**src/pkg/cps_pkg.sv**
```systemverilog
// Constants, types and helpers for the codec port slot and command register block.
// Assumes an AXI4-Lite master with 32-bit data and a 25 MHz mclk.
// Functional notes
// [RULE_01] Low data register holds command/status bits 7:0; narrow modes exchange only it.
// [RULE_02] A write transaction sends the loaded command word to the codec.
// [RULE_03] A read transaction overwrites the data registers with the codec's status word.
// [RULE_04] High data register holds bits 15:8 and is ignored in narrow modes.
// [RULE_05] Low valid-slot bits 7 down to 3 map to slots 8 through 12.
// [RULE_06] High valid-slot bits 4 down to 0 map to slots 3 through 7.
// [RULE_07] A slot carries valid data only while its valid bit is one.
// [RULE_08] Frame-valid bit 7 marks a frame holding at least one valid slot.
// [RULE_09] Slot 0 bit 15 from primary codec sets read-only ready flag bit 6.
// [RULE_10] Slot 0 bit 15 from secondary codec sets read-only ready flag bit 5.
// [RULE_11] Valid-slot registers and ready flags act only in the AC '97 mode.
// [RULE_12] Bits 5:3 pick data bits per slot: 8,16,18,20,24,32; rest reserved.
// [RULE_13] Data bits per slot never apply to command address and data slots.
// [RULE_14] Bits 2:0 pick bit-clock cycles per slot: 8,16,18,20,24,32; rest reserved.
// [RULE_15] The slot format register is used only in I2S mode 5.
// [RULE_16] Reserved bits are read-only and read as zero.
// [RULE_17] Direction bit one requests a codec register read, zero a write.
// [RULE_18] Short data goes first, MSB first, the rest of the slot is zeros.
package cps_pkg;
   localparam int          AXI_AW       = 18;
   // Register indices; byte address is four times the index
   localparam logic [15:0] IDX_RX_FMT   = 16'hFFD6;
   localparam logic [15:0] IDX_VSL_HI   = 16'hFFD7;
   localparam logic [15:0] IDX_VSL_LO   = 16'hFFD8;
   localparam logic [15:0] IDX_DAT_HI   = 16'hFFD9;
   localparam logic [15:0] IDX_DAT_LO   = 16'hFFDA;
   localparam logic [15:0] IDX_CMD_ADR  = 16'hFFDB;
   localparam logic [15:0] IDX_CTRL     = 16'hFFE0;
   localparam logic [15:0] IDX_IRQ_ST   = 16'hFFE1;
   localparam logic [15:0] IDX_IRQ_MSK  = 16'hFFE2;
   localparam logic [7:0]  RST_REG8     = 8'h00;
   localparam logic [1:0]  RST_IRQ      = 2'h0;
   localparam int          CTRL_START   = 2;
   localparam int          IRQ_DONE     = 0;
   localparam int          IRQ_FRAME    = 1;
   localparam int          TAG_READY    = 15;
   localparam logic [3:0]  LAST_SLOT    = 4'hC;
   localparam logic [5:0]  AC97_TAG_LEN = 6'h10;
   localparam logic [5:0]  AC97_SLOT    = 6'h14;
   localparam logic [5:0]  NARROW_SLOT  = 6'h10;
   localparam logic [5:0]  BYTE_BITS    = 6'h08;
   localparam logic [1:0]  RESP_OKAY    = 2'h0;
   localparam logic [1:0]  RESP_SLVERR  = 2'h2;

   typedef enum logic [1:0] {MODE_GP, MODE_AC97, MODE_ALT, MODE_I2S5} cps_mode_t;
   typedef enum logic [1:0] {CMD_IDLE, CMD_ARMED, CMD_SEND, CMD_RESP} cps_cmd_t;
   typedef enum logic {LNK_IDLE, LNK_RUN} cps_lnk_t;

   typedef struct packed {
      logic [2:0] bits_per_slot;
      logic [2:0] slot_length_cycles;
   } cps_fmt_t;

   typedef struct packed {
      logic       frame_valid;
      logic       primary_codec_ready;
      logic       secondary_codec_ready;
      logic [4:0] slot_valid_bit;
   } cps_vsl_hi_t;

   typedef struct packed {
      logic       rw;
      logic [6:0] addr;
   } cps_cmd_adr_t;

   function automatic logic [5:0] code_cycles(input logic [2:0] c);
      // Reserved codes fall back to the widest setting
      case (c)
         3'h0:    return 6'h08;
         3'h1:    return 6'h10;
         3'h2:    return 6'h12;
         3'h3:    return 6'h14;
         3'h4:    return 6'h18;
         default: return 6'h20;
      endcase
   endfunction : code_cycles

   function automatic logic [5:0] slot_cycles(input cps_mode_t m, input logic [3:0] s,
                                              input logic [2:0] tsl);
      if (m == MODE_I2S5)
         return code_cycles(tsl);
      if (m == MODE_AC97)
         return (s == 4'h0) ? AC97_TAG_LEN : AC97_SLOT;
      return NARROW_SLOT;
   endfunction : slot_cycles

   function automatic logic [5:0] data_bits(input cps_mode_t m, input logic [3:0] s,
                                            input cps_fmt_t f);
      logic [5:0] len;
      logic [5:0] bps;
      len = slot_cycles(m, s, f.slot_length_cycles);
      bps = code_cycles(f.bits_per_slot);
      if (m != MODE_I2S5 || s == 4'h1 || s == 4'h2)
         return len;
      return (bps < len) ? bps : len;
   endfunction : data_bits
endpackage : cps_pkg

```
**src/cps_codec_regs.sv**
```systemverilog
// Codec port command/status data, valid-slot and slot-format registers with slot engine.
// Assumes an AXI4-Lite master on mclk and a codec bit clock far slower than mclk.
module cps_codec_regs
   import cps_pkg::*;
(
   // Clock and reset
   input  wire logic              mclk,
   input  wire logic              rst,
   // AXI4-Lite write
   input  wire logic [AXI_AW-1:0] s_axi_awaddr,
   input  wire logic              s_axi_awvalid,
   output logic                   s_axi_awready,
   input  wire logic [31:0]       s_axi_wdata,
   input  wire logic [3:0]        s_axi_wstrb,
   input  wire logic              s_axi_wvalid,
   output logic                   s_axi_wready,
   output logic [1:0]             s_axi_bresp,
   output logic                   s_axi_bvalid,
   input  wire logic              s_axi_bready,
   // AXI4-Lite read
   input  wire logic [AXI_AW-1:0] s_axi_araddr,
   input  wire logic              s_axi_arvalid,
   output logic                   s_axi_arready,
   output logic [31:0]            s_axi_rdata,
   output logic [1:0]             s_axi_rresp,
   output logic                   s_axi_rvalid,
   input  wire logic              s_axi_rready,
   // Codec link
   input  wire logic              codec_bit_clock,
   input  wire logic              frame_sync,
   input  wire logic              sdata_in,
   input  wire logic              sdata_in2,
   output logic                   sdata_out,
   // Playback sample, MSB-justified
   input  wire logic [31:0]       play_sample,
   // Interrupt
   output logic                   irq
);
   cps_fmt_t     rx_fmt;
   cps_vsl_hi_t  vsl_hi;
   logic [4:0]   vsl_lo;
   logic [7:0]   dat_hi;
   logic [7:0]   dat_lo;
   cps_cmd_adr_t cmd_adr;
   cps_mode_t    mode;
   cps_cmd_t     cmd_st;
   cps_lnk_t     lnk;
   logic [1:0]   irq_st;
   logic [1:0]   irq_msk;
   logic         aw_held;
   logic         w_held;
   logic [15:0]  aw_idx;
   logic [15:0]  rd_idx;
   logic [7:0]   w_byte;
   logic         w_lane;
   logic [3:0]   pin_m;
   logic [3:0]   pin_s;
   logic         bclk_d;
   logic         sync_prev;
   logic [3:0]   tx_slot;
   logic [5:0]   tx_bit;
   logic [31:0]  tx_sh;
   logic [15:0]  tx_tag;
   logic [31:0]  rx_sh;
   logic [15:0]  rx_sh2;
   logic         rx_tag_ok;

   logic         do_write;
   logic         wr_fmt, wr_vhi, wr_vlo, wr_dhi, wr_dlo, wr_adr, wr_ctrl, wr_ist, wr_imsk;
   logic         wr_hit;
   logic [7:0]   rd_byte;
   logic         rd_hit;
   logic         bclk_rise, bclk_fall, frame_start, ac97;
   logic [5:0]   cur_len;
   logic         rx_end;
   logic [31:0]  rx_word;
   logic [15:0]  rx_word2;
   logic [15:0]  next_tag;
   logic [3:0]   load_slot;
   logic [31:0]  load_word;
   logic         resp_ok, cap_dat, cmd_done;
   logic [1:0]   irq_ev;

   // Bus write decode
   always_comb
   begin
      do_write = aw_held && w_held && !s_axi_bvalid;
      wr_fmt   = do_write && w_lane && aw_idx == IDX_RX_FMT;
      wr_vhi   = do_write && w_lane && aw_idx == IDX_VSL_HI;
      wr_vlo   = do_write && w_lane && aw_idx == IDX_VSL_LO;
      wr_dhi   = do_write && w_lane && aw_idx == IDX_DAT_HI;
      wr_dlo   = do_write && w_lane && aw_idx == IDX_DAT_LO;
      wr_adr   = do_write && w_lane && aw_idx == IDX_CMD_ADR;
      wr_ctrl  = do_write && w_lane && aw_idx == IDX_CTRL;
      wr_ist   = do_write && w_lane && aw_idx == IDX_IRQ_ST;
      wr_imsk  = do_write && w_lane && aw_idx == IDX_IRQ_MSK;
      wr_hit   = aw_idx inside {IDX_RX_FMT, IDX_VSL_HI, IDX_VSL_LO, IDX_DAT_HI, IDX_DAT_LO,
                                IDX_CMD_ADR, IDX_CTRL, IDX_IRQ_ST, IDX_IRQ_MSK};
   end

   // Bus read mux; reserved bits come back zero
   always_comb
   begin
      rd_hit  = 1'b1;
      rd_byte = 8'h00;
      unique case (s_axi_araddr[AXI_AW-1:2])
         IDX_RX_FMT:  rd_byte = {2'b00, rx_fmt};                         // [RULE_16]
         IDX_VSL_HI:  rd_byte = vsl_hi;
         IDX_VSL_LO:  rd_byte = {vsl_lo, 3'b000};                        // [RULE_16]
         IDX_DAT_HI:  rd_byte = dat_hi;
         IDX_DAT_LO:  rd_byte = dat_lo;
         IDX_CMD_ADR: rd_byte = cmd_adr;
         IDX_CTRL:    rd_byte = {5'h00, cmd_st != CMD_IDLE, mode};
         IDX_IRQ_ST:  rd_byte = {6'h00, irq_st};
         IDX_IRQ_MSK: rd_byte = {6'h00, irq_msk};
         default:     rd_hit  = 1'b0;
      endcase
   end

   // Write channel: address and data taken in either order
   always_ff @(posedge mclk)
   begin
      if (rst)
      begin
         s_axi_awready <= 1'b0;
         s_axi_wready  <= 1'b0;
         s_axi_bvalid  <= 1'b0;
         s_axi_bresp   <= RESP_OKAY;
         aw_held       <= 1'b0;
         w_held        <= 1'b0;
         aw_idx        <= 16'h0000;
         w_byte        <= 8'h00;
         w_lane        <= 1'b0;
      end
      else
      begin
         if (s_axi_awvalid && s_axi_awready)
         begin
            aw_held       <= 1'b1;
            aw_idx        <= s_axi_awaddr[AXI_AW-1:2];
            s_axi_awready <= 1'b0;
         end
         else if (!aw_held && !s_axi_bvalid)
            s_axi_awready <= 1'b1;
         if (s_axi_wvalid && s_axi_wready)
         begin
            w_held       <= 1'b1;
            w_byte       <= s_axi_wdata[7:0];
            w_lane       <= s_axi_wstrb[0];
            s_axi_wready <= 1'b0;
         end
         else if (!w_held && !s_axi_bvalid)
            s_axi_wready <= 1'b1;
         if (do_write)
         begin
            aw_held      <= 1'b0;
            w_held       <= 1'b0;
            s_axi_bvalid <= 1'b1;
            s_axi_bresp  <= wr_hit ? RESP_OKAY : RESP_SLVERR;
         end
         else if (s_axi_bvalid && s_axi_bready)
            s_axi_bvalid <= 1'b0;
      end
   end

   // Read channel
   always_ff @(posedge mclk)
   begin
      if (rst)
      begin
         s_axi_arready <= 1'b0;
         s_axi_rvalid  <= 1'b0;
         s_axi_rdata   <= 32'h0000_0000;
         s_axi_rresp   <= RESP_OKAY;
         rd_idx        <= 16'h0000;
      end
      else if (s_axi_arvalid && s_axi_arready)
      begin
         s_axi_arready <= 1'b0;
         s_axi_rvalid  <= 1'b1;
         s_axi_rdata   <= {24'h00_0000, rd_byte};
         s_axi_rresp   <= rd_hit ? RESP_OKAY : RESP_SLVERR;
         rd_idx        <= s_axi_araddr[AXI_AW-1:2];
      end
      else if (s_axi_rvalid && s_axi_rready)
         s_axi_rvalid <= 1'b0;
      else if (!s_axi_rvalid)
         s_axi_arready <= 1'b1;
   end

   // Software-owned configuration and codec ready flags
   always_ff @(posedge mclk)
   begin
      if (rst)
      begin
         rx_fmt                <= cps_fmt_t'(RST_REG8[5:0]);
         vsl_hi.frame_valid    <= RST_REG8[7];
         vsl_hi.slot_valid_bit <= RST_REG8[4:0];
         vsl_lo                <= RST_REG8[7:3];
         mode                  <= MODE_GP;
         irq_msk               <= RST_IRQ;
         vsl_hi.primary_codec_ready   <= RST_REG8[6];
         vsl_hi.secondary_codec_ready <= RST_REG8[5];
      end
      else
      begin
         if (wr_fmt)
            rx_fmt <= cps_fmt_t'(w_byte[5:0]);                           // [RULE_12] [RULE_14]
         if (wr_vhi)
         begin
            vsl_hi.frame_valid    <= w_byte[7];                         // [RULE_08]
            vsl_hi.slot_valid_bit <= w_byte[4:0];                       // [RULE_06]
         end
         if (wr_vlo)
            vsl_lo <= w_byte[7:3];                                      // [RULE_05]
         if (wr_ctrl)
            mode <= cps_mode_t'(w_byte[1:0]);
         if (wr_imsk)
            irq_msk <= w_byte[1:0];
         // Ready flags share the word with software bits, so one process owns it
         if (rx_end && tx_slot == 4'h0 && ac97)                         // [RULE_11]
         begin
            vsl_hi.primary_codec_ready   <= rx_word[TAG_READY];         // [RULE_09]
            vsl_hi.secondary_codec_ready <= rx_word2[TAG_READY];        // [RULE_10]
         end
      end
   end

   // Pin synchronisers; only the second stage is read
   always_ff @(posedge mclk)
   begin
      if (rst)
      begin
         pin_m  <= 4'h0;
         pin_s  <= 4'h0;
         bclk_d <= 1'b0;
      end
      else
      begin
         pin_m  <= {sdata_in2, sdata_in, frame_sync, codec_bit_clock};
         pin_s  <= pin_m;
         bclk_d <= pin_s[0];
      end
   end

   always_comb
   begin
      ac97        = mode == MODE_AC97;
      bclk_rise   = pin_s[0] && !bclk_d;
      bclk_fall   = !pin_s[0] && bclk_d;
      frame_start = bclk_rise && pin_s[1] && !sync_prev;
      cur_len     = slot_cycles(mode, tx_slot, rx_fmt.slot_length_cycles);  // [RULE_15]
      rx_end      = bclk_fall && lnk == LNK_RUN && tx_bit == cur_len - 6'h01;
      rx_word     = {rx_sh[30:0], pin_s[2]};
      rx_word2    = {rx_sh2[14:0], pin_s[3]};
      // Tag slot exists only in AC '97; slot k valid sits at tag bit 15-k
      next_tag    = ac97 ? {vsl_hi.frame_valid, cmd_st == CMD_ARMED,      // [RULE_11] [RULE_08]
                            cmd_st == CMD_ARMED && !cmd_adr.rw,
                            vsl_hi.slot_valid_bit, vsl_lo, 3'b000} : 16'h0000; // [RULE_05] [RULE_06]
   end

   // Word for the slot that starts at this bit-clock rise
   always_comb
   begin
      load_slot = frame_start ? 4'h0 : tx_slot + 4'h1;
      load_word = 32'h0000_0000;
      if (load_slot == 4'h0 && ac97)
         load_word = {next_tag, 16'h0000};
      else if (load_slot == 4'h1)
      begin
         if (cmd_st == CMD_SEND)
            load_word = {cmd_adr, 24'h00_0000};                         // [RULE_17]
      end
      else if (load_slot == 4'h2)
      begin
         if (cmd_st == CMD_SEND && !cmd_adr.rw)                         // [RULE_02]
            load_word = ac97 ? {dat_hi, dat_lo, 16'h0000}
                             : {dat_lo, 24'h00_0000};                   // [RULE_01] [RULE_04]
      end
      else if (mode == MODE_I2S5 || (ac97 && tx_tag[15] && tx_tag[4'hF - load_slot])) // [RULE_07]
         // Only the top data bits survive; the slot tail shifts out as zeros
         load_word = play_sample
                   & ~(32'hFFFF_FFFF >> data_bits(mode, load_slot, rx_fmt)); // [RULE_13] [RULE_18]
   end

   // Slot engine on the bit clock's rising edges
   always_ff @(posedge mclk)
   begin
      if (rst)
      begin
         lnk       <= LNK_IDLE;
         sync_prev <= 1'b0;
         tx_slot   <= 4'h0;
         tx_bit    <= 6'h00;
         tx_sh     <= 32'h0000_0000;
         tx_tag    <= 16'h0000;
         sdata_out <= 1'b0;
      end
      else if (bclk_rise)
      begin
         sync_prev <= pin_s[1];
         if (frame_start || (lnk == LNK_RUN && tx_bit == cur_len - 6'h01 && tx_slot != LAST_SLOT))
         begin
            lnk       <= LNK_RUN;
            tx_slot   <= load_slot;
            tx_bit    <= 6'h00;
            sdata_out <= load_word[31];
            tx_sh     <= {load_word[30:0], 1'b0};
            if (frame_start)
               tx_tag <= next_tag;
         end
         else if (lnk == LNK_RUN && tx_bit == cur_len - 6'h01)
         begin
            lnk       <= LNK_IDLE;
            sdata_out <= 1'b0;
         end
         else if (lnk == LNK_RUN)
         begin
            tx_bit    <= tx_bit + 6'h01;
            sdata_out <= tx_sh[31];                                     // [RULE_18]
            tx_sh     <= {tx_sh[30:0], 1'b0};
         end
      end
   end

   // Receive shifting and slot 0 tag capture
   always_ff @(posedge mclk)
   begin
      if (rst)
      begin
         rx_sh                        <= 32'h0000_0000;
         rx_sh2                       <= 16'h0000;
         rx_tag_ok                    <= 1'b0;
      end
      else if (bclk_fall && lnk == LNK_RUN)
      begin
         rx_sh  <= rx_word;
         rx_sh2 <= rx_word2;
         if (rx_end && tx_slot == 4'h0 && ac97)
            rx_tag_ok <= rx_word[14] && rx_word[13];
      end
   end

   always_comb
   begin
      resp_ok  = rx_end && cmd_st == CMD_RESP && (!ac97 || rx_tag_ok);
      cap_dat  = resp_ok && tx_slot == 4'h2;
      cmd_done = cap_dat
              || (rx_end && tx_slot == LAST_SLOT && cmd_st == CMD_SEND && !cmd_adr.rw);
      irq_ev   = {frame_start, cmd_done};
   end

   // Command data and address; a returned status word beats a bus write
   always_ff @(posedge mclk)
   begin
      if (rst)
      begin
         dat_hi  <= RST_REG8;
         dat_lo  <= RST_REG8;
         cmd_adr <= cps_cmd_adr_t'(RST_REG8);
      end
      else
      begin
         if (cap_dat && ac97)
         begin
            dat_hi <= rx_word[19:12];                                   // [RULE_03]
            dat_lo <= rx_word[11:4];
         end
         else if (cap_dat)
            dat_lo <= 8'(rx_word >> (cur_len - BYTE_BITS));              // [RULE_01] [RULE_04]
         else
         begin
            if (wr_dhi)
               dat_hi <= w_byte;
            if (wr_dlo)
               dat_lo <= w_byte;
         end
         if (resp_ok && ac97 && tx_slot == 4'h1)
            cmd_adr.addr <= rx_word[18:12];
         else if (wr_adr)
            cmd_adr <= cps_cmd_adr_t'(w_byte);
      end
   end

   // Transaction sequencing
   always_ff @(posedge mclk)
   begin
      if (rst)
         cmd_st <= CMD_IDLE;
      else
      begin
         unique case (cmd_st)
            CMD_IDLE:
               if (wr_ctrl && w_byte[CTRL_START])
                  cmd_st <= CMD_ARMED;
            CMD_ARMED:
               if (frame_start)
                  cmd_st <= CMD_SEND;
            CMD_SEND:
               if (rx_end && tx_slot == LAST_SLOT)
                  cmd_st <= cmd_adr.rw ? CMD_RESP : CMD_IDLE;           // [RULE_17]
            CMD_RESP:
               if (cap_dat)
                  cmd_st <= CMD_IDLE;
         endcase
      end
   end

   // Sticky events, write one to clear; a new event wins over the clear
   always_ff @(posedge mclk)
   begin
      if (rst)
      begin
         irq_st <= RST_IRQ;
         irq    <= 1'b0;
      end
      else
      begin
         irq_st <= (irq_st & ~(wr_ist ? w_byte[1:0] : 2'b00)) | irq_ev;
         irq    <= |(irq_st & irq_msk);
      end
   end

   a_fmt_rsvd_zero: assert property (@(posedge mclk) disable iff (rst)     // [RULE_16]
      s_axi_rvalid && rd_idx == IDX_RX_FMT |-> s_axi_rdata[31:6] == 26'h000_0000)
      else $error("slot format reserved bits not zero");
   a_vlo_rsvd_zero: assert property (@(posedge mclk) disable iff (rst)     // [RULE_16]
      s_axi_rvalid && rd_idx == IDX_VSL_LO |-> s_axi_rdata[2:0] == 3'b000)
      else $error("valid slot low reserved bits not zero");
   a_tag_map: assert property (@(posedge mclk) disable iff (rst)           // [RULE_05]
      frame_start && ac97 |=> tx_tag[12:8] == $past(vsl_hi.slot_valid_bit)
                              && tx_tag[7:3] == $past(vsl_lo) && tx_tag[15] == $past(vsl_hi.frame_valid))
      else $error("slot valid tag mapping wrong");
   a_tag_on_wire: assert property (@(posedge mclk) disable iff (rst)       // [RULE_06]
      lnk == LNK_RUN && ac97 && tx_slot == 4'h0 && tx_bit == 6'h03 |-> sdata_out == tx_tag[12])
      else $error("slot 3 valid bit not on the wire");
   a_ready_copy: assert property (@(posedge mclk) disable iff (rst)        // [RULE_09]
      rx_end && tx_slot == 4'h0 && ac97
      |=> vsl_hi.primary_codec_ready == $past(rx_word[15])
          && vsl_hi.secondary_codec_ready == $past(rx_word2[15]))
      else $error("codec ready flags not copied");
   a_ready_frozen: assert property (@(posedge mclk) disable iff (rst)      // [RULE_11]
      !ac97 |=> $stable({vsl_hi.primary_codec_ready, vsl_hi.secondary_codec_ready}))
      else $error("ready flags moved outside AC 97 mode");
   a_read_capture: assert property (@(posedge mclk) disable iff (rst)      // [RULE_03]
      cap_dat && ac97 |=> dat_lo == $past(rx_word[11:4]) && dat_hi == $past(rx_word[19:12])
                          && cmd_st == CMD_IDLE)
      else $error("status word not captured");
   a_narrow_hi: assert property (@(posedge mclk) disable iff (rst)         // [RULE_04]
      cap_dat && !ac97 && !wr_dhi |=> $stable(dat_hi))
      else $error("high data touched in narrow mode");
   a_zero_fill: assert property (@(posedge mclk) disable iff (rst)         // [RULE_18]
      lnk == LNK_RUN && mode == MODE_I2S5 && tx_slot > 4'h2
      && tx_bit >= data_bits(mode, tx_slot, rx_fmt) |-> !sdata_out)
      else $error("slot tail not zero filled");
   a_write_done: assert property (@(posedge mclk) disable iff (rst)        // [RULE_02]
      rx_end && tx_slot == LAST_SLOT && cmd_st == CMD_SEND && !cmd_adr.rw
      |=> cmd_st == CMD_IDLE && irq_st[IRQ_DONE])
      else $error("write transaction not completed");
   a_irq_level: assert property (@(posedge mclk) disable iff (rst)
      |(irq_st & irq_msk) |=> irq ##1 1)
      else $error("interrupt not raised");
   a_bresp_time: assert property (@(posedge mclk) disable iff (rst)
      aw_held && w_held && !s_axi_bvalid |=> s_axi_bvalid)
      else $error("write response late");

   c_frame: cover property (@(posedge mclk) disable iff (rst) frame_start && ac97);
   c_cmd_write: cover property (@(posedge mclk) disable iff (rst) cmd_done && !cmd_adr.rw);
   c_cmd_read: cover property (@(posedge mclk) disable iff (rst) cap_dat && ac97);
   c_irq: cover property (@(posedge mclk) disable iff (rst) irq ##1 !irq);
endmodule : cps_codec_regs

```
**config.mk**
```make
export PLATFORM = sky130hd
export DESIGN_NAME = cps_codec_regs
export DESIGN_NICKNAME = d
export VERILOG_FILES = /design/src/pkg/cps_pkg.sv /design/src/cps_codec_regs.sv
export SDC_FILE = /design/constraint.sdc
export NUM_CORES = 1
export LEC_CHECK = 0
export ABC_CLOCK_PERIOD_IN_PS = 6300
export BUFFER_PORTS_ARGS = -buffer_cell sky130_fd_sc_hd__buf_2
export CORE_ASPECT_RATIO = 1.75
export CORE_MARGIN = 5
export CORE_UTILIZATION = 36
export CTS_CLUSTER_DIAMETER = 150
export DETAILED_ROUTE_END_ITERATION = 12
export GPL_TIMING_DRIVEN = 1
export PLACE_DENSITY_LB_ADDON = 0.25
export SLEW_MARGIN = 20
export SYNTH_ARGS = -nofsm -noshare
export SYNTH_HDL_FRONTEND = slang
export SYNTH_SLANG_ARGS = --single-unit
```
**constraint.sdc**
```tcl
create_clock -name mclk -period 6.3 [get_ports mclk]
set_input_delay 0 -clock mclk [delete_from_list [all_inputs] [get_ports mclk]]
set_output_delay 0 -clock mclk [all_outputs]
set_load 0.02 [all_outputs]
```
**Word-level counts from Yosys, hierarchy flattened**

Index checks and enable logic that the tools add are counted.

- Reductions and logical operators: 90
- Mux-type cells: 88
- Bitwise gates (word level): 9
- Eq/ne operators: 45
- Shift-type cells: 2
- Add/subtract/negate cells: 5
- Order comparisons: 2

Operators with widths:

| operator | count |
|---|---|
| two-way mux 32 bit | 10 |
| equality test 16 bit (second input constant) | 18 |
| two-way mux 6 bit | 25 |
| case mux 8 bit (9 select lines) | 1 |
| case mux 6 bit (5 select lines) | 2 |
| two-way mux 8 bit | 6 |
| logical AND 1 bit | 45 |
| AND 32 bit | 1 |
| NOT 32 bit | 1 |
| right shift 32 x 6 -> 32 bit (first input constant) | 1 |
| right shift 32 x 6 -> 8 bit | 1 |
| two-way mux 1 bit | 28 |
| two-way mux 16 bit | 1 |
| two-way mux 2 bit | 8 |
| two-way mux 7 bit | 2 |
| AND reduction 2 bit | 7 |
| nonzero test 2 bit | 7 |
| equality test 3 x 2 -> 1 bit (second input constant) | 4 |
| OR reduction 2 bit | 5 |
| nonzero test 9 bit | 1 |
| OR reduction 9 bit | 1 |
| equality test 4 x 1 -> 1 bit (second input constant) | 2 |
| equality test 4 x 2 -> 1 bit (second input constant) | 2 |
| logical NOT 1 bit | 8 |
| 31 further kinds | 54 |

- Bits of input ports: 115
- Logic and storage cells: 283
- Output and inout port bits: 43
- Flip-flop bits (word level): 213

**Depth between registers and ports, before layout**

- Word-level depth: 40
- Depth in mapped cells: 17
- Mapped depth without buffers: 15

**Worst setup path after synthesis**

Ideal clock, no wire load.

- Path type: register to register
- From: reg tx_slot[0]
- To: reg tx_sh[18]
- Setup slack: 2.537 ns
- Data required time: 6.178 ns
- Clock period less this slack: 3.763 ns
- Setup time: 0.122 ns
- Arrival time: 3.641 ns
- Stages on the path, launching flop included: 18
- Buffers on the path: 2
- Cells stage by stage: dfxtp_1 clkbuf_1 inv_1 ha_1 buf_2 nand2b_1 or3_1 nand2_1 nor2_1 o21ai_0 ha_1 and4_1 o31ai_1 and4_1 nand2_1 mux2i_1 and3_1 a221o_1

- Cells in the longest elaborated chain, start to end: 26
- Elaborated cells between the ends (all ways): 56
- Those cells by class: 3 x add/sub; 1 x order compare; 5 x eq/ne; 1 x shift; 32 x mux; 2 x bitwise; 12 x reduce/logical

Ends and longest elaborated chain:

| item | RTL line | source |
|---|---|---|
| start: declaration | cps_codec_regs.sv:60 | `logic [3:0] tx_slot;` |
| start signal: assignment | cps_codec_regs.sv:305 | `tx_slot <= load_slot;` |
| adder 4 x 1 -> 4 bit | cps_codec_regs.sv:265 | `load_slot = frame_start ? 4'h0 : tx_slot + 4'h1;` |
| two-way mux 4 bit | cps_codec_regs.sv:265 |  |
| logical NOT 4 bit | cps_pkg.sv:86, cps_codec_regs.sv:267 |  |
| two-way mux 3 bit | cps_pkg.sv:86 | `return (s == 4'h0) ? AC97_TAG_LEN : AC97_SLOT;` |
| two-way mux 6 bit | cps_pkg.sv:85 | `if (m == MODE_AC97)` |
| two-way mux 6 bit | cps_pkg.sv:87 | `return NARROW_SLOT;` |
| two-way mux 6 bit | cps_pkg.sv:85 |  |
| two-way mux 6 bit | cps_codec_regs.sv:280 | `else if (mode == MODE_I2S5 \|\| (ac97 && tx_tag[15] && tx_tag[4'hF - load_slot]))` |
| [10 not listed] | - |  |
| right shift 32 x 6 -> 32 bit | cps_codec_regs.sv:283 | `& ~(32'hFFFF_FFFF >> data_bits(mode, load_slot, rx_fmt));` |
| NOT 32 bit | cps_codec_regs.sv:283 |  |
| AND 32 bit | cps_codec_regs.sv:283 |  |
| two-way mux 32 bit | cps_codec_regs.sv:280 |  |
| two-way mux 32 bit | cps_codec_regs.sv:274 | `else if (load_slot == 4'h2)` |
| two-way mux 32 bit | cps_codec_regs.sv:269 | `else if (load_slot == 4'h1)` |
| two-way mux 32 bit | cps_codec_regs.sv:267 | `if (load_slot == 4'h0 && ac97)` |
| two-way mux 32 bit | cps_codec_regs.sv:302 | `if (frame_start \|\| (lnk == LNK_RUN && tx_bit == cur_len - 6'h01 && tx_slot != LAST_SLOT))` |
| end signal: assignment | cps_codec_regs.sv:308 | `tx_sh <= {load_word[30:0], 1'b0};` |
| end signal: assignment | cps_codec_regs.sv:321 | `tx_sh <= {tx_sh[30:0], 1'b0};` |
| end: declaration | cps_codec_regs.sv:62 | `logic [31:0] tx_sh;` |

Several ways; a longest one is shown, not always the timed one. The select of a mux whose other input is x is not followed.
A chain may end at the register's enable or synchronous reset.

**Worst setup path after layout**

- From: reg mode[1]
- To: reg dat_hi[3]

- Cells in the longest elaborated chain, start to end: 14
- Elaborated cells between the ends (all ways): 21
- Those cells by class: 1 x add/sub; 4 x eq/ne; 7 x mux; 9 x reduce/logical

Ends and longest elaborated chain:

| item | RTL line | source |
|---|---|---|
| start: declaration | cps_codec_regs.sv:45 | `cps_mode_t mode;` |
| start signal: assignment | cps_codec_regs.sv:217 | `mode <= cps_mode_t'(w_byte[1:0]);` |
| equality test 2 x 1 -> 1 bit | cps_pkg.sv:85, cps_codec_regs.sv:248 |  |
| two-way mux 1 bit (2 in series) | cps_pkg.sv:85 |  |
| two-way mux 6 bit | cps_pkg.sv:87 |  |
| two-way mux 6 bit | cps_pkg.sv:85 |  |
| subtractor 6 x 1 -> 6 bit | cps_codec_regs.sv:253 | `rx_end = bclk_fall && lnk == LNK_RUN && tx_bit == cur_len - 6'h01;` |
| equality test 6 bit | cps_codec_regs.sv:253 |  |
| logical AND 1 bit | cps_codec_regs.sv:253 |  |
| logical AND 1 bit (2 in series) | cps_codec_regs.sv:346 | `resp_ok = rx_end && cmd_st == CMD_RESP && (!ac97 \|\| rx_tag_ok);` |
| logical AND 1 bit | cps_codec_regs.sv:347 | `cap_dat = resp_ok && tx_slot == 4'h2;` |
| logical AND 1 bit | cps_codec_regs.sv:364 | `if (cap_dat && ac97)` |
| != test 2 x 1 -> 1 bit (no line) or nonzero test 2 bit (tied branches) | - |  |
| AND reduction 2 bit (no line) | - |  |
| end signal: assignment | cps_codec_regs.sv:366 | `dat_hi <= rx_word[19:12];` |
| end signal: assignment | cps_codec_regs.sv:374 | `dat_hi <= w_byte;` |
| end: declaration | cps_codec_regs.sv:42 | `logic [7:0] dat_hi;` |

Several ways; a longest one is shown, not always the timed one. The select of a mux whose other input is x is not followed.

==> impl_table.tex <==
\begin{tabular}{lr}
\hline
Metric & Value \\
\hline
\multicolumn{2}{l}{\textbf{STA}} \\
\quad Max Fclk & 207.1 MHz \\
\quad Min Clock Period, post-route & 4.828 ns \\
\quad Final count of pins violating max slew & 0 \\
\quad Unrepaired setup endpoints after global routing & false \\
\quad Final number of setup-violating endpoints & 0 \\
\quad Setup TNS & 0 ns \\
\quad Post-route fraction of the period consumed by the critical path & 76.63\% \\
\quad Worst Skew & 0.01128 ns \\
\quad Slew at the pin closest to its max-slew limit & 1.051 ns \\
\quad Post-route worst hold slack & 0.08202 ns \\
\quad Number of hold-slack violations in the final timing report & 0 \\
\quad Worst slew margin relative to its limit & 29.94\% \\
\multicolumn{2}{l}{\textbf{GRT}} \\
\quad Global route total overflow & 0 \\
\quad GRT Resource Usage Total & 20.17\% \\
\quad First-pass GRT wire length & 54.94 mm \\
\quad Via count of the first global-routing pass & 10215 \\
\quad Maximum number of pins on one net before global-route repair & 77 \\
\quad Initial antenna violation count & 0 \\
\multicolumn{2}{l}{\textbf{Yosys}} \\
\quad Top-count cell post-synth & nand2\_1 \\
\quad Most area-consuming cells after synthesis & dfxtp\_1, nand2\_1, a21oi\_1 \\
\quad Post-synthesis instance area & 10830 µm² \\
\quad Area share of the largest cell type after synthesis & 38.27\% \\
\quad Dominant combinational cell family by area after synthesis & simple AND/OR/NAND/NOR gates \\
\quad Post-synth cell types & 77 \\
\quad EDFF count, synth & 0 \\
\quad Synth Area in XOR/XNOR & 0.8550\% \\
\quad FFs w/ async S/R, synth & 0\% \\
\quad Cell count after synthesis & 1363 \\
\quad Share of synthesized area spent on multiplexers & 7.429\% \\
\quad Fraction of the mapped netlist area in simple logic gates & 25.75\% \\
\quad Largest area contributor in the netlist & dfxtp\_1 \\
\quad Register bit total from synthesis & 207 \\
\quad Dominant register cell in the synthesized netlist & dfxtp\_1 \\
\quad Fraction of the mapped netlist area in compound gates & 19.80\% \\
\quad Post-synthesis area per instance & 7.945 µm² \\
\quad Share of synthesized cell area in full adder, half adder and majority cells & 1.271\% \\
\quad Count of synthesis-stage warnings from yosys & 0 \\
\quad Sequential area share after synthesis & 38.27\% \\
\quad Top cells by instance count after synthesis & nand2\_1, dfxtp\_1, a21oi\_1, nor2\_1, clkbuf\_1 \\
\multicolumn{2}{l}{\textbf{Clock tree}} \\
\quad Clock insertion delay at the later pin of the skew report & 0.53 ns \\
\quad Clock-pin slew of the registers on the worst-case setup and hold paths & 0.07 ns \\
\quad Bufs on Longest Clock Path & 3 \\
\quad H-tree levels & 1 \\
\quad Number of sinks driven by the clock tree & 207 \\
\quad Clock buffers created by TritonCTS & 22 \\
\quad TritonCTS clock tree & yes \\
\quad CTS root buf & clkbuf\_16 \\
\multicolumn{2}{l}{\textbf{Outcome}} \\
\quad Run status & complete, no violations \\
\multicolumn{2}{l}{\textbf{Floorplanning}} \\
\quad Initial core utilization & 36.28\% \\
\quad Num ports & 158 \\
\quad Total number of placement rows & 84 \\
\quad X dimension of the die & 141.1 µm \\
\quad Core outline area & 29850 µm² \\
\quad Die Y & 239.4 µm \\
\quad Total die area & 33790 µm² \\
\multicolumn{2}{l}{\textbf{Setup path}} \\
\quad Slowest-stage cell, CP & dfxtp\_1 \\
\quad CP required & 6.67 ns \\
\quad Buffering stage count on the worst path with inverters included & 2 \\
\quad Highest fanout seen on the critical path & 20 \\
\quad Critical Path Start & mode[1] \\
\quad CP max stage delay & 0.83 ns \\
\quad Cell breakdown of the critical path & nand2b\_1 > o22ai\_1 > buf\_4 > inv\_1 > ha\_1 > xor2\_1 > nand2\_1 > nor3b\_2 > and2\_1 > nand4\_1 > nand3b\_1 > a21oi\_1 \\
\quad CP Class & register to register \\
\quad Family with the most delay on the worst path & simple AND/OR/NAND/NOR gates \\
\quad Critical path capture point type & register \\
\quad Worst Path Arrival & 5.20 ns \\
\quad Startpoint of the most critical register-to-register path & mode[1] \\
\quad Type of origin of the critical path & register \\
\multicolumn{2}{l}{\textbf{Final layout}} \\
\quad Utilization of the core after routing & 43.42\% \\
\quad Total area of multi-input combinational cells & 6096 µm² \\
\quad Fill cells & 3014 \\
\quad Non-filler cells, final & 1877 \\
\quad Layout overhead on the synthesized area & 19.68\% \\
\quad Fraction of final layout cells with drive strength greater than 1 & 12.28\% \\
\quad Number of diodes & 0 \\
\quad Area of all sequential standard cells & 4144 µm² \\
\quad Post-layout nets & 1602 \\
\multicolumn{2}{l}{\textbf{Power and ir drop}} \\
\quad Reported leakage power & 4.875 nW \\
\quad Overall power & 0.002833 W \\
\quad Max VDD drop & 0.1683 mV \\
\quad Pwr/cell area & 218.6 nW/µm² \\
\multicolumn{2}{l}{\textbf{Placement}} \\
\quad Final estimated routing congestion in global placement & 0.8955 \\
\quad DP Cell Count & 1758 \\
\quad Placed wire-length estimate after detailed placement & 25.28 mm \\
\quad Number of buffers added on ports & 100 \\
\multicolumn{2}{l}{\textbf{Detailed routing}} \\
\quad Wire length after detailed routing & 35.17 mm \\
\quad DRC violation count after routing & 0 \\
\quad Vias after detailed routing & 10330 \\
\quad Average wire per standard cell & 18.74 µm \\
\quad TritonRoute pass-1 iters & 5 \\
\quad Detailed-route vias per instance & 5.503 \\
\quad Remaining number of nets flagged by the antenna check after routing & 0 \\
\quad 1st-iter DRT viols & 621 \\
\multicolumn{2}{l}{\textbf{Run}} \\
\quad Count of maximum capacitance violations & 0 \\
\multicolumn{2}{l}{\textbf{Worst hold path}} \\
\quad Hold path startpoint & s\_axi\_araddr[4] \\
\quad Worst min-delay path category & input pin to register \\
\hline
\end{tabular}
layout by cell type (no fill, tap or decap), types with 22 or more instances in the layout:
master	netlist	layout
nand2_1	271	271
mux2i_1	59	59
nand3_1	44	44
nor3_1	24	24
dlygate4sd3_1	0	80
o21ai_0	38	38
a21oi_1	148	148
conb_1	1	26
clkbuf_16	0	22
nor2b_1	26	25
dfxtp_1	207	207
buf_2	18	99
nor2_1	78	77
flip-flops by register name, summed over array words and instances, names as in the netlist, 2 cells and up:
name and flops:
aw_idx 16, cmd_adr 8, cmd_st 2, dat_hi 8, dat_lo 8, irq_msk 2
irq_st 2, mode 2, pin_m 4, pin_s 4, rx_fmt 6, rx_sh 31
rx_sh2 15, s_axi_rdata 8, tx_bit 6, tx_sh 31, tx_slot 4, tx_tag 13
vsl_hi 8, vsl_lo 5, w_byte 8
per-layer routing:
layer | track usage, % | part of all wire, %
met1 | 20.81 | 37
met2 | 38.71 | 53
met3 | 2.038 | 3.8
met4 | 11.75 | 6.0
met5 | 0 | 0
stage by stage:
step,setup WS [ns],area (µm²)
2_1_floorplan,2.538,10920
3_3_place_gp,1.574,11420
3_5_place_dp,1.547,11420
4_1_cts,1.518,12940
5_1_grt,1.072,12960
6_report,1.472,12960
power by group:
group / internal, W / switching [W]
clock: 0.000765 / 0.000558
combinational: 0.0000748 / 0.0000912
sequential: 0.00133 / 0.0000181
total: 0.00217 / 0.000667
worst register-to-register path, stage by stage (launching register included):
cell      delay (ns)
dfxtp_1         0.83
nand2b_1        0.59
o22ai_1         0.19
buf_4           0.23
inv_1           0.38
ha_1            0.33
xor2_1          0.17
nand2_1         0.11
nor3b_2         0.32
and2_1          0.52
nand4_1         0.62
nand3b_1        0.30
a21oi_1         0.08
path summary, 6_finish.rpt:
kind	end	slack, ns	depth (start not counted)
hold / removal	s_axi_rresp[1]	0.08	5
setup reg to reg	dat_hi[3]	1.47	12
setup / recovery	dat_hi[3]	1.47	12
hold reg to reg	pin_s[2]	0.43	1
cells by family after synthesis:
logic type	after synthesis
buffers and inverters	152
adders and majority gates	11
AOI/OAI and AO/OA	336
muxes	72
and+or+nand+nor	575
xor gates and xnor gates	9
other	1
DFF	207
timing repair:
action,in CTS,in global routing
hold buffers,80,0
setup buffers,0,0
gates resized for setup,0,0
endpoints found under the hold margin,92,0
final cells by class:
type / count / share of cell area [%]
clock buffer: 31 / 4.740
clock inverter: 7 / 0.8206
inverter: 20 / 0.5793
multi-input combinational: 1029 / 47.04
sequential: 207 / 31.98
tap: 387 / 3.736
timing repair buffer: 196 / 11.11
No activity file was read; power rests on OpenSTA's default activity.
